<file path="src/design/ssbc_pkg.sv">
package ssbc_pkg;

   // ==========================================================
   // Geometry
   // ==========================================================
   localparam int SSBC_ADDR_W = 18;
   localparam int SSBC_LANES_WIDE = 4;
   localparam int SSBC_LANES_NARROW = 2;
   localparam int SSBC_BURST_W = 2;
   localparam logic SSBC_CFG_WIDE = 1'b1;

   // ==========================================================
   // Burst counter values
   // ==========================================================
   localparam logic [1:0] SSBC_COUNT_START = 2'h0;
   localparam logic [1:0] SSBC_COUNT_STEP = 2'h1;
   localparam logic [1:0] SSBC_START_RESET = 2'h0;

   // ==========================================================
   // Cycle kinds decoded from the strobes
   // ==========================================================
   typedef enum logic [2:0] {
      SSBC_CYC_DESELECT,
      SSBC_CYC_BEGIN_RD,
      SSBC_CYC_BEGIN_WR,
      SSBC_CYC_CONT_RD,
      SSBC_CYC_CONT_WR,
      SSBC_CYC_SUSP_RD,
      SSBC_CYC_SUSP_WR
   } ssbc_cyc_e;

   // Low address bits for a burst position
   function automatic logic [1:0] ssbc_burst_lo(input logic [1:0] start,
                                                input logic [1:0] count,
                                                input logic interleave);
      logic [1:0] sum;
      sum = 2'(start + count);
      return interleave ? (start ^ count) : sum;
   endfunction

endpackage

</file>
<file path="src/design/ssbc_write_decode.sv">
`timescale 1ns/1ps
module ssbc_write_decode
   import ssbc_pkg::*;
#(
   parameter int LANES = SSBC_LANES_WIDE
) (
   input wire logic global_write_n,
   input wire logic byte_write_n,
   input wire logic [LANES-1:0] lane_write_n,
   output logic is_write,
   output logic [LANES-1:0] lane_strobe
);

   // ==========================================================
   // Write decode
   // ==========================================================
   wire any_lane = ~&lane_write_n;
   wire byte_mode = ~byte_write_n & any_lane;

   assign is_write = ~global_write_n | byte_mode;
   assign lane_strobe = ~global_write_n ? {LANES{1'b1}} :
                        (byte_mode ? ~lane_write_n : {LANES{1'b0}});

endmodule // ssbc_write_decode

</file>
<file path="src/design/ssbc_burst_counter.sv">
`timescale 1ns/1ps
module ssbc_burst_counter
   import ssbc_pkg::*;
(
   input wire logic mclk,
   input wire logic rstn,
   input wire logic load,
   input wire logic step,
   input wire logic [1:0] start_in,
   input wire logic interleave,
   output logic [1:0] lo_now,
   output logic [1:0] lo_next
);

   logic [1:0] start_q;
   logic [1:0] count_q;
   logic [1:0] count_inc;

   // ==========================================================
   // Burst position
   // ==========================================================
   assign count_inc = 2'(count_q + SSBC_COUNT_STEP);
   assign lo_now = ssbc_burst_lo(start_q, count_q, interleave);
   assign lo_next = ssbc_burst_lo(start_q, count_inc, interleave);

   always_ff @(posedge mclk or negedge rstn) begin
      if (!rstn) begin
         start_q <= SSBC_START_RESET;
         count_q <= SSBC_COUNT_START;
      end else if (load) begin
         start_q <= start_in;
         count_q <= SSBC_COUNT_START;
      end else if (step) begin
         count_q <= count_inc;
      end
   end

endmodule // ssbc_burst_counter

</file>
<file path="src/design/ssbc_core.sv">
`timescale 1ns/1ps
module ssbc_core
   import ssbc_pkg::*;
#(
   parameter int ADDR_W = SSBC_ADDR_W,
   parameter logic WIDE = SSBC_CFG_WIDE,
   localparam int LANES = WIDE ? SSBC_LANES_WIDE : SSBC_LANES_NARROW
) (
   input wire logic mclk,
   input wire logic rstn,
   input wire logic [ADDR_W-1:0] addr_in,
   input wire logic chip_select_low,
   input wire logic chip_select_high,
   input wire logic cpu_address_strobe_n,
   input wire logic controller_address_strobe_n,
   input wire logic burst_step_n,
   input wire logic global_write_n,
   input wire logic byte_write_n,
   input wire logic byte_lane_a_write_n,
   input wire logic byte_lane_b_write_n,
   input wire logic byte_lane_c_write_n,
   input wire logic byte_lane_d_write_n,
   input wire logic sequential_order_select_n,
   input wire logic parity_io_enable_n,
   input wire logic output_enable_n,
   output logic [ADDR_W-1:0] array_addr_q,
   output logic array_read_q,
   output logic array_write_q,
   output logic [LANES-1:0] lane_write_q,
   output logic [LANES-1:0] data_oe_n_q,
   output logic [LANES-1:0] parity_oe_n_q,
   output logic parity_io_active_q,
   output logic deselect_q
);

   // ==========================================================
   // Lane enables
   // ==========================================================
   logic [SSBC_LANES_WIDE-1:0] all_lanes_n;
   logic [LANES-1:0] lane_n;
   logic is_write;
   logic [LANES-1:0] lane_strobe;

   assign all_lanes_n = {byte_lane_d_write_n, byte_lane_c_write_n,
                         byte_lane_b_write_n, byte_lane_a_write_n};
   // Narrow part only sees lanes a and b
   assign lane_n = all_lanes_n[LANES-1:0];

   ssbc_write_decode #(
      .LANES(LANES)
   ) u_wdec (
      .global_write_n(global_write_n),
      .byte_write_n(byte_write_n),
      .lane_write_n(lane_n),
      .is_write(is_write),
      .lane_strobe(lane_strobe)
   );

   // ==========================================================
   // Cycle decode
   // ==========================================================
   wire high_sel_true = WIDE ? chip_select_high : 1'b1;
   wire selected = ~chip_select_low & high_sel_true;
   wire any_strobe = ~cpu_address_strobe_n | ~controller_address_strobe_n;
   wire desel_a = chip_select_low & ~controller_address_strobe_n;
   wire desel_b = ~chip_select_low & ~high_sel_true & any_strobe;
   wire begin_rd = selected & (~cpu_address_strobe_n |
                   (~controller_address_strobe_n & ~is_write));
   wire begin_wr = selected & cpu_address_strobe_n &
                   ~controller_address_strobe_n & is_write;
   wire keep_on = controller_address_strobe_n &
                  (cpu_address_strobe_n | chip_select_low);
   wire cont = keep_on & ~burst_step_n;
   wire susp = keep_on & burst_step_n;
   wire interleave = sequential_order_select_n;

   ssbc_cyc_e cyc;

   always_comb begin
      if (desel_a || desel_b) begin
         cyc = SSBC_CYC_DESELECT;
      end else if (begin_rd) begin
         cyc = SSBC_CYC_BEGIN_RD;
      end else if (begin_wr) begin
         cyc = SSBC_CYC_BEGIN_WR;
      end else if (cont) begin
         cyc = is_write ? SSBC_CYC_CONT_WR : SSBC_CYC_CONT_RD;
      end else if (susp) begin
         cyc = is_write ? SSBC_CYC_SUSP_WR : SSBC_CYC_SUSP_RD;
      end else begin
         cyc = SSBC_CYC_DESELECT;
      end
   end

   // ==========================================================
   // Burst counter
   // ==========================================================
   logic [1:0] lo_now;
   logic [1:0] lo_next;
   wire cyc_begin = (cyc == SSBC_CYC_BEGIN_RD) || (cyc == SSBC_CYC_BEGIN_WR);
   wire cyc_cont = (cyc == SSBC_CYC_CONT_RD) || (cyc == SSBC_CYC_CONT_WR);

   // Output enable is not looked at: dummy reads step too
   ssbc_burst_counter u_cnt (
      .mclk(mclk),
      .rstn(rstn),
      .load(cyc_begin),
      .step(cyc_cont),
      .start_in(addr_in[SSBC_BURST_W-1:0]),
      .interleave(interleave),
      .lo_now(lo_now),
      .lo_next(lo_next)
   );

   // ==========================================================
   // Next array access
   // ==========================================================
   logic [ADDR_W-1:0] array_addr_d;
   logic array_read_d;
   logic array_write_d;
   logic [LANES-1:0] lane_write_d;
   logic [LANES-1:0] drive_n_d;
   logic [ADDR_W-1:0] next_addr;
   logic [ADDR_W-1:0] same_addr;

   // Array address with its low bits replaced by a burst position
   function automatic logic [ADDR_W-1:0] burst_addr(input logic [ADDR_W-1:0] base,
                                                     input logic [SSBC_BURST_W-1:0] lo);
      return {base[ADDR_W-1:SSBC_BURST_W], lo};
   endfunction

   assign next_addr = burst_addr(array_addr_q, lo_next);
   assign same_addr = burst_addr(array_addr_q, lo_now);

   // Every cycle kind sets all four access values
   always_comb begin
      array_addr_d = array_addr_q;
      array_read_d = 1'b0;
      array_write_d = 1'b0;
      lane_write_d = '0;
      case (cyc)
         SSBC_CYC_DESELECT: begin
            array_addr_d = array_addr_q;
            array_read_d = 1'b0;
            array_write_d = 1'b0;
            lane_write_d = '0;
         end
         SSBC_CYC_BEGIN_RD: begin
            array_addr_d = addr_in;
            array_read_d = 1'b1;
            array_write_d = 1'b0;
            lane_write_d = '0;
         end
         SSBC_CYC_BEGIN_WR: begin
            array_addr_d = addr_in;
            array_read_d = 1'b0;
            array_write_d = 1'b1;
            lane_write_d = lane_strobe;
         end
         SSBC_CYC_CONT_RD: begin
            array_addr_d = next_addr;
            array_read_d = 1'b1;
            array_write_d = 1'b0;
            lane_write_d = '0;
         end
         SSBC_CYC_CONT_WR: begin
            array_addr_d = next_addr;
            array_read_d = 1'b0;
            array_write_d = 1'b1;
            lane_write_d = lane_strobe;
         end
         SSBC_CYC_SUSP_RD: begin
            array_addr_d = same_addr;
            array_read_d = 1'b1;
            array_write_d = 1'b0;
            lane_write_d = '0;
         end
         SSBC_CYC_SUSP_WR: begin
            array_addr_d = same_addr;
            array_read_d = 1'b0;
            array_write_d = 1'b1;
            lane_write_d = lane_strobe;
         end
         default: begin
            array_addr_d = array_addr_q;
            array_read_d = 1'b0;
            array_write_d = 1'b0;
            lane_write_d = '0;
         end
      endcase
   end

   // Reads drive all lanes; writes and deselects float them
   assign drive_n_d = array_read_d ? {LANES{1'b0}} : {LANES{1'b1}};

   // ==========================================================
   // Status next values
   // ==========================================================
   logic deselect_d;
   logic parity_io_active_d;
   logic [LANES-1:0] parity_oe_n_d;
   assign deselect_d = (cyc == SSBC_CYC_DESELECT);
   assign parity_io_active_d = ~parity_io_enable_n;
   assign parity_oe_n_d = drive_n_d | {LANES{parity_io_enable_n}};

   // ==========================================================
   // Array access registers
   // ==========================================================
   always_ff @(posedge mclk or negedge rstn) begin
      if (!rstn) begin
         array_addr_q <= '0;
      end else begin
         array_addr_q <= array_addr_d;
      end
   end

   always_ff @(posedge mclk or negedge rstn) begin
      if (!rstn) begin
         array_read_q <= 1'b0;
      end else begin
         array_read_q <= array_read_d;
      end
   end

   always_ff @(posedge mclk or negedge rstn) begin
      if (!rstn) begin
         array_write_q <= 1'b0;
      end else begin
         array_write_q <= array_write_d;
      end
   end

   always_ff @(posedge mclk or negedge rstn) begin
      if (!rstn) begin
         lane_write_q <= '0;
      end else begin
         lane_write_q <= lane_write_d;      // Ninth storage bit follows lane
      end
   end

   // ==========================================================
   // Status registers
   // ==========================================================
   always_ff @(posedge mclk or negedge rstn) begin
      if (!rstn) begin
         deselect_q <= 1'b1;
      end else begin
         deselect_q <= deselect_d;
      end
   end

   always_ff @(posedge mclk or negedge rstn) begin
      if (!rstn) begin
         parity_io_active_q <= 1'b0;
      end else begin
         parity_io_active_q <= parity_io_active_d;
      end
   end

   // ==========================================================
   // Output drivers
   // ==========================================================
   // Output enable high sets the disable flops at once
   wire drive_kill = ~rstn | output_enable_n;

   always_ff @(posedge mclk or posedge drive_kill) begin
      if (drive_kill) begin
         data_oe_n_q <= '1;
      end else begin
         data_oe_n_q <= drive_n_d;
      end
   end

   always_ff @(posedge mclk or posedge drive_kill) begin
      if (drive_kill) begin
         parity_oe_n_q <= '1;
      end else begin
         parity_oe_n_q <= parity_oe_n_d;
      end
   end

endmodule // ssbc_core

</file>
<file path="config.mk">
export PLATFORM = sky130hd
export DESIGN_NAME = ssbc_core
export DESIGN_NICKNAME = d
export VERILOG_FILES = /design/src/design/ssbc_pkg.sv /design/src/design/ssbc_write_decode.sv /design/src/design/ssbc_burst_counter.sv /design/src/design/ssbc_core.sv
export SDC_FILE = /design/constraint.sdc
export NUM_CORES = 1
export LEC_CHECK = 0
export BUFFER_PORTS_ARGS = -buffer_cell sky130_fd_sc_hd__buf_2
export CAP_MARGIN = 15
export CORE_UTILIZATION = 45
export DETAILED_ROUTE_END_ITERATION = 10
export PLACE_DENSITY = 0.82
export SKIP_LAST_GASP = 1
export SLEW_MARGIN = 20
export SYNTH_ARGS = -nofsm -noshare
export SYNTH_HDL_FRONTEND = slang
export SYNTH_HIERARCHICAL = 1
export SYNTH_SLANG_ARGS = --single-unit
</file>
<file path="constraint.sdc">
create_clock -name mclk -period 1.8 [get_ports mclk]
set_input_delay 0.36 -clock mclk [delete_from_list [all_inputs] [get_ports mclk]]
set_output_delay 0.36 -clock mclk [all_outputs]
set_load 0.02 [all_outputs]
</file>
# After elaboration in Yosys (flattened, before gate mapping)
# Cells that the tools add are included.
# Widths: inputs -> output; s select.
# classes
bitwise,34
n_addsub,3
n_mux,18
n_eq_ne,6
n_reduce_logical,14
# ops
operator,count
$pmux 18 s3,1
$mux 3,6
$mux 4,4
$and 1x1->1,13
$not 1->1,12
$mux 2,5
$eq 3x3->1 const B,3
$eq 3x2->1 const B,2
$reduce_or 2->1,3
$reduce_or 3->1,2
$or 1x1->1,5
$add 2x2->2,2
$not 4->4,1
$or 4x4->4,1
$reduce_and 4->1,1
$xor 2x2->2,2
$eq 3x1->1 const B,1
$logic_not 3->1,1
$logic_or 1x1->1,3
$reduce_and 3->1,1
$reduce_bool 3->1,1
$add 2x1->2 const B,1
$mux 1,2
$reduce_bool 2->1,1
$logic_not 1->1,1
# totals
input_bits,34
register_bits,38

# Logic depth before layout (Yosys ltp)
# depth
ltp_word,15
mapped_depth,7
depth_no_buf,7

# By module
# Netlist, hierarchy kept.
# by_module_without_submodules
module,instances,cells_per_inst,area_each_um2
ssbc_core,1,80,1162.4
ssbc_burst_counter,1,21,254.0
ssbc_write_decode,1,6,33.8

# Worst setup path before layout
# OpenSTA, ideal clock, no wires.
# synth_path
path_type,reg-to-reg
from,reg u_cnt.count_q[0]
to,reg array_addr_q[1]
path_slack_ps,396
stages_incl_launch_ff,8
path_buffers,0
arrival_time_ps,1260
setup_ps,145
t_required_ps,1655
cell_sequence,dfrtp_1 > inv_1 > ha_1 > nor2b_1 > xnor3_1 > nor2b_1 > a211oi_1 > a221oi_1
# synth_via
elab_chain_cells,4
elab_cells_between_ends,7
cone_classes,add/sub: 3; mux: 3; bitwise: 1
# synth_rtl
element,line_no,text
"start, declared",ssbc_burst_counter.sv:16,logic [1:0] count_q;
"start signal, assigned",ssbc_burst_counter.sv:34,count_q <= count_inc;
$add 2x1->2 *,ssbc_burst_counter.sv:22,assign count_inc = 2'(count_q + SSBC_COUNT_STEP);
$add 2x2->2 / $xor 2x2->2 (equally long branches),"ssbc_pkg.sv:37, ssbc_pkg.sv:38",
$mux 2 *,ssbc_pkg.sv:38,return interleave ? (start ^ count) : sum;
via lo_next[1],ssbc_core.sv:99,logic [1:0] lo_next;
$pmux 18 s3 *,ssbc_core.sv:141,case (cyc)
"end signal, assigned",ssbc_core.sv:213,array_addr_q <= array_addr_d;
"end, declared",ssbc_core.sv:26,"output logic [ADDR_W-1:0] array_addr_q,"
# Mark *: on every way through the listed nets, which the timed path passes. The rest lies on a longest branch. The select of a mux whose other input is x is not followed.
# A chain may end at the register's enable or synchronous reset.

# Final worst setup path
# Same ends and word-level chain as after synthesis.

==> run_results.csv <==
group,metric,value,unit
status,outcome,"complete, no violations",
power_and_ir_drop,flop_pwr_share,48.4,%
cells_and_area,fin_cells,222,
power_and_ir_drop,net-switching-power,0.000588,W
power_and_ir_drop,p_int,0.00129,W
timing,timing_max_transition_violations_final,0,
clock_tree,post_cts_buffers,0,
global_routing,globalRoute.busiestLayer,"met2",
cells_and_area,postLayoutCoreUtil,60.7,%
global_routing,grt_remaining_overflow,0,
synthesis,area_of_the_mapped_netlist,0.00145,sq mm
setup_path,timing.critical_path.buf_inv,1,
power_and_ir_drop,power.switching_fraction,31.2,%
setup_path,worstSetupStartpointType,"register",
run,drv_cap,0,
synthesis,share_of_the_yosys_chip_area_belonging_to_registers,55.5,%
place,placedCellCount,213,
clock_tree,clock_edge_transition_at_the_registers_on_the_reported_setup_and_hold_paths,90,ps
setup_path,endpoint_kind,"register",
detailed_routing,routed_wire_length_per_instance,12.6,um
clock_tree,cts_tree,"done",
synthesis,postSynth.topFlopCell,"sky130_fd_sc_hd__dfrtp_1",
timing,slew_worst_pin,340,ps
setup_path,worst_ep_required_time,2000,ps
clock_tree,cts-buffers-inserted,5,
cells_and_area,drive_above_1_share,56.7,%
detailed_routing,drt.antenna.violating_nets,0,
clock_tree,cts.path.max_buffers,2,
synthesis,synth.avg_cell_area,13.6,sq um
detailed_routing,via_per_inst,4.66,
synthesis,postSynthCellCount,107,
detailed_routing,vias,1035,
timing,max_freq,661,MHz
timing,slew_headroom,77.3,%
synthesis,postSynthNetCount,143,
timing,setup-violations-final,0,
synthesis,synth.yosys.warnings,6,
detailed_routing,drt_first_pass_iters,4,
cells_and_area,area.growth.synth_to_final,27.8,%
global_routing,grt_antenna_before_repair,0,
die,die_w,58.8,um
global_routing,wire_length_of_the_first_global_routing_pass,4530,um
synthesis,async_reset_ff_share,100,%
setup_path,critPathSlowestCell,"sky130_fd_sc_hd__dfrtp_1",
detailed_routing,drt_drc_violations_left,0,
timing,timing.final.ws_setup,288,ps
detailed_routing,routed_wl,2800,um
power_and_ir_drop,power_per_cell_area,1020,mW/mm^2
power_and_ir_drop,cellLeakagePower,0.976,nW
min_path,worstHoldPathType,"in2async",
timing,fin_tns_setup,0,ps
timing,finalHoldViolCount,0,
global_routing,grt_pass1_vias,1042,
die,die_y,58.8,um
cells_and_area,antennaDiodeCount,0,
setup_path,crit_start,"u_cnt/count_q[0]",
clock_tree,cts_htree_levels,2,
power_and_ir_drop,clockPowerShare,19.5,%
timing,finClkSkew,4.85,ps
global_routing,grt_util_met1,21.7,%
die,row_count,20,
setup_path,critPathMaxFanout,6,
synthesis,netlist-cell-type-count,28,
global_routing,global_route.usage.total,18.1,%
setup_path,critPathTopFamily,"flip-flops",
clock_tree,clkLatencyLatePin,320,ps
setup_path,worstReg2RegStart,"u_cnt/count_q[0]",
place,hpwl_dp,2180,um
setup_path,cpMostUsedCell,"sky130_fd_sc_hd__nor2b_1",
global_routing,grt_util_met3,6.15,%
global_routing,grt_max_degree,18,
die,die-area,0.00345,sq mm
timing,min_period_over_period,84.0,%
power_and_ir_drop,peak_ir_drop_on_the_vdd_network,0.624,mV
clock_tree,clock-sinks,32,
setup_path,criticalPathCategory,"reg2reg",
global_routing,gr_met2_demand_resource,29.9,%
place,pre_cts_slack,265,ps
die,core-area,0.00305,sq mm
clock_tree,root_buffer,"sky130_fd_sc_hd__clkbuf_4",
timing,grt_setup_unrepaired,"no",
timing,fin_crit,1510,ps
setup_path,cp_slowest_stage_delay,450,ps
place,globalplace.congestion,0.789,
die,num_io_pins,68,
cells_and_area,final_design_area_no_fill,0.00185,sq mm
cells_and_area,nNetsFinal,213,
detailed_routing,detailedRoute.firstIterationViolations,33,
power_and_ir_drop,power.combinational.fraction,32.1,%
synthesis,postSynthRegisterBits,32,
synthesis,synth_enable_flop_cells,0,
setup_path,critical_path_arrival,1720,ps
die,initial_core_util,47.5,%
setup_path,timing.critical_path.cells,"inv_1 -> ha_1 -> nor2b_1 -> xnor3_1 -> nor2b_1 -> a211oi_1 -> a221oi_1",
place,placement.cell_area,0.00179,sq mm
place,placement.io_buffers,67,
placed cells by master, fill, tap and decap left out, drive strengths merged:
| cell | n |
|---|---|
| buf | 70 |
| dfrtp | 29 |
| mux2 | 18 |
| inv | 8 |
| clkbuf | 8 |
| nor2b | 6 |
| nor2 | 5 |
| nand2 | 5 |
| o21ai | 5 |
| and2 | 4 |
| dfstp | 3 |
| xnor2 | 3 |
| a211oi | 2 |
| a221oi | 2 |
| ha | 2 |
| o221a | 1 |
| o2bb2ai | 1 |
| dlygate4sd3 | 1 |
| xnor3 | 1 |
| a21bo | 1 |
| nand3b | 1 |
| a21oi | 1 |
| a41o | 1 |
final cells by class:
type                            count  area, sq um
Tap cell                           44         55.1
Clock buffer                        8         48.8
Fill cell                         270         1200
Timing Repair Buffer               71          368
Multi-Input combinational cell     59          547
Inverter                            8         30.0
Sequential cell                    32          805
worst paths after layout:
kind	end	slack, ps	cells past startpoint
min	parity_oe_n_q[2]	160	2
max reg2reg	array_addr_q[1]	290	7
max in group asynchronous	data_oe_n_q[2]	780	3
max	array_addr_q[1]	290	7
min in group mclk	parity_io_active_q	210	2
min reg2reg	array_addr_q[14]	510	1
synthesized netlist by cell type (all sizes together), types with 3 or more instances:
cell    n  area (sq um)
nor2b   6          45.0
nand2   5          26.3
o21ai   5          25.0
dfstp   3          78.8
xnor2   3          33.8
inv     8          30.0
and2    4          25.0
nor2    5          18.8
mux2   18           240
dfrtp  29           726
buf     7          65.1
timing repair:
| action | in CTS | in global routing |
|---|---|---|
| resized for setup | 0 | 0 |
| endpoints found under the hold margin | 14 | 0 |
| hold buffers | 1 | 0 |
| endpoints found under the setup margin | 0 | 0 |
through the flow:
| step | hold WS, ps | total power (W) |
|---|---|---|
| after floorplan | 64.4 | 0.00134 |
| after global placement | 275 | 0.00151 |
| after detailed placement | 280 | 0.00153 |
| after CTS | 138 | 0.00191 |
| after global routing | 172 | 0.00200 |
| final | 160 | 0.00188 |
power groups by stage:
| stage | Sequential [W] | Combinational, W | Clock, W |
|---|---|---|---|
| 2_1_floorplan | 0.00104 | 0.000304 | 0 |
| 3_3_place_gp | 0.000915 | 0.000592 | 0 |
| 3_5_place_dp | 0.000924 | 0.000607 | 0 |
| 4_1_cts | 0.000910 | 0.000611 | 0.000388 |
| 5_1_grt | 0.000924 | 0.000656 | 0.000423 |
| 6_report | 0.000910 | 0.000605 | 0.000367 |
sequential cells by signal, indices dropped and copies added (netlist names):
signal	count
u_cnt/start_q	2
parity_oe_n_q	1
lane_write_q	4
array_addr_q	18
u_cnt/count_q	2
data_oe_n_q	1
array_read_q	1
deselect_q	1
array_write_q	1
parity_io_active_q	1
worst reg2reg max path, delay by kind of cell, from the launching register on:
family,cells,cell delay (ps)
AOI/OAI and AO/OA,2,250
xor gates and xnor gates,1,210
adders and majority gates,1,130
buffers and inverters,1,80
DFF,1,450
and+or+nand+nor,2,270
cells by family after synthesis:
group / after synthesis / synth area share, %
XOR/XNOR: 4 / 3.88
AO/OA/AOI/OAI: 14 / 7.07
AND/OR/NAND/NOR: 21 / 8.46
adder cells (fa/ha/maj): 2 / 1.73
multiplexers: 18 / 16.6
buffers and inverters: 16 / 6.82
flip-flops: 32 / 55.5
routing by layer:
layer | vias up | wire length [um]
li1 | 495 | -
met4 | 0 | 16
met1 | 489 | 1160
met3 | 2 | 226
met2 | 49 | 1400
met5 | - | 0
(Power assumes the default switching activity.)
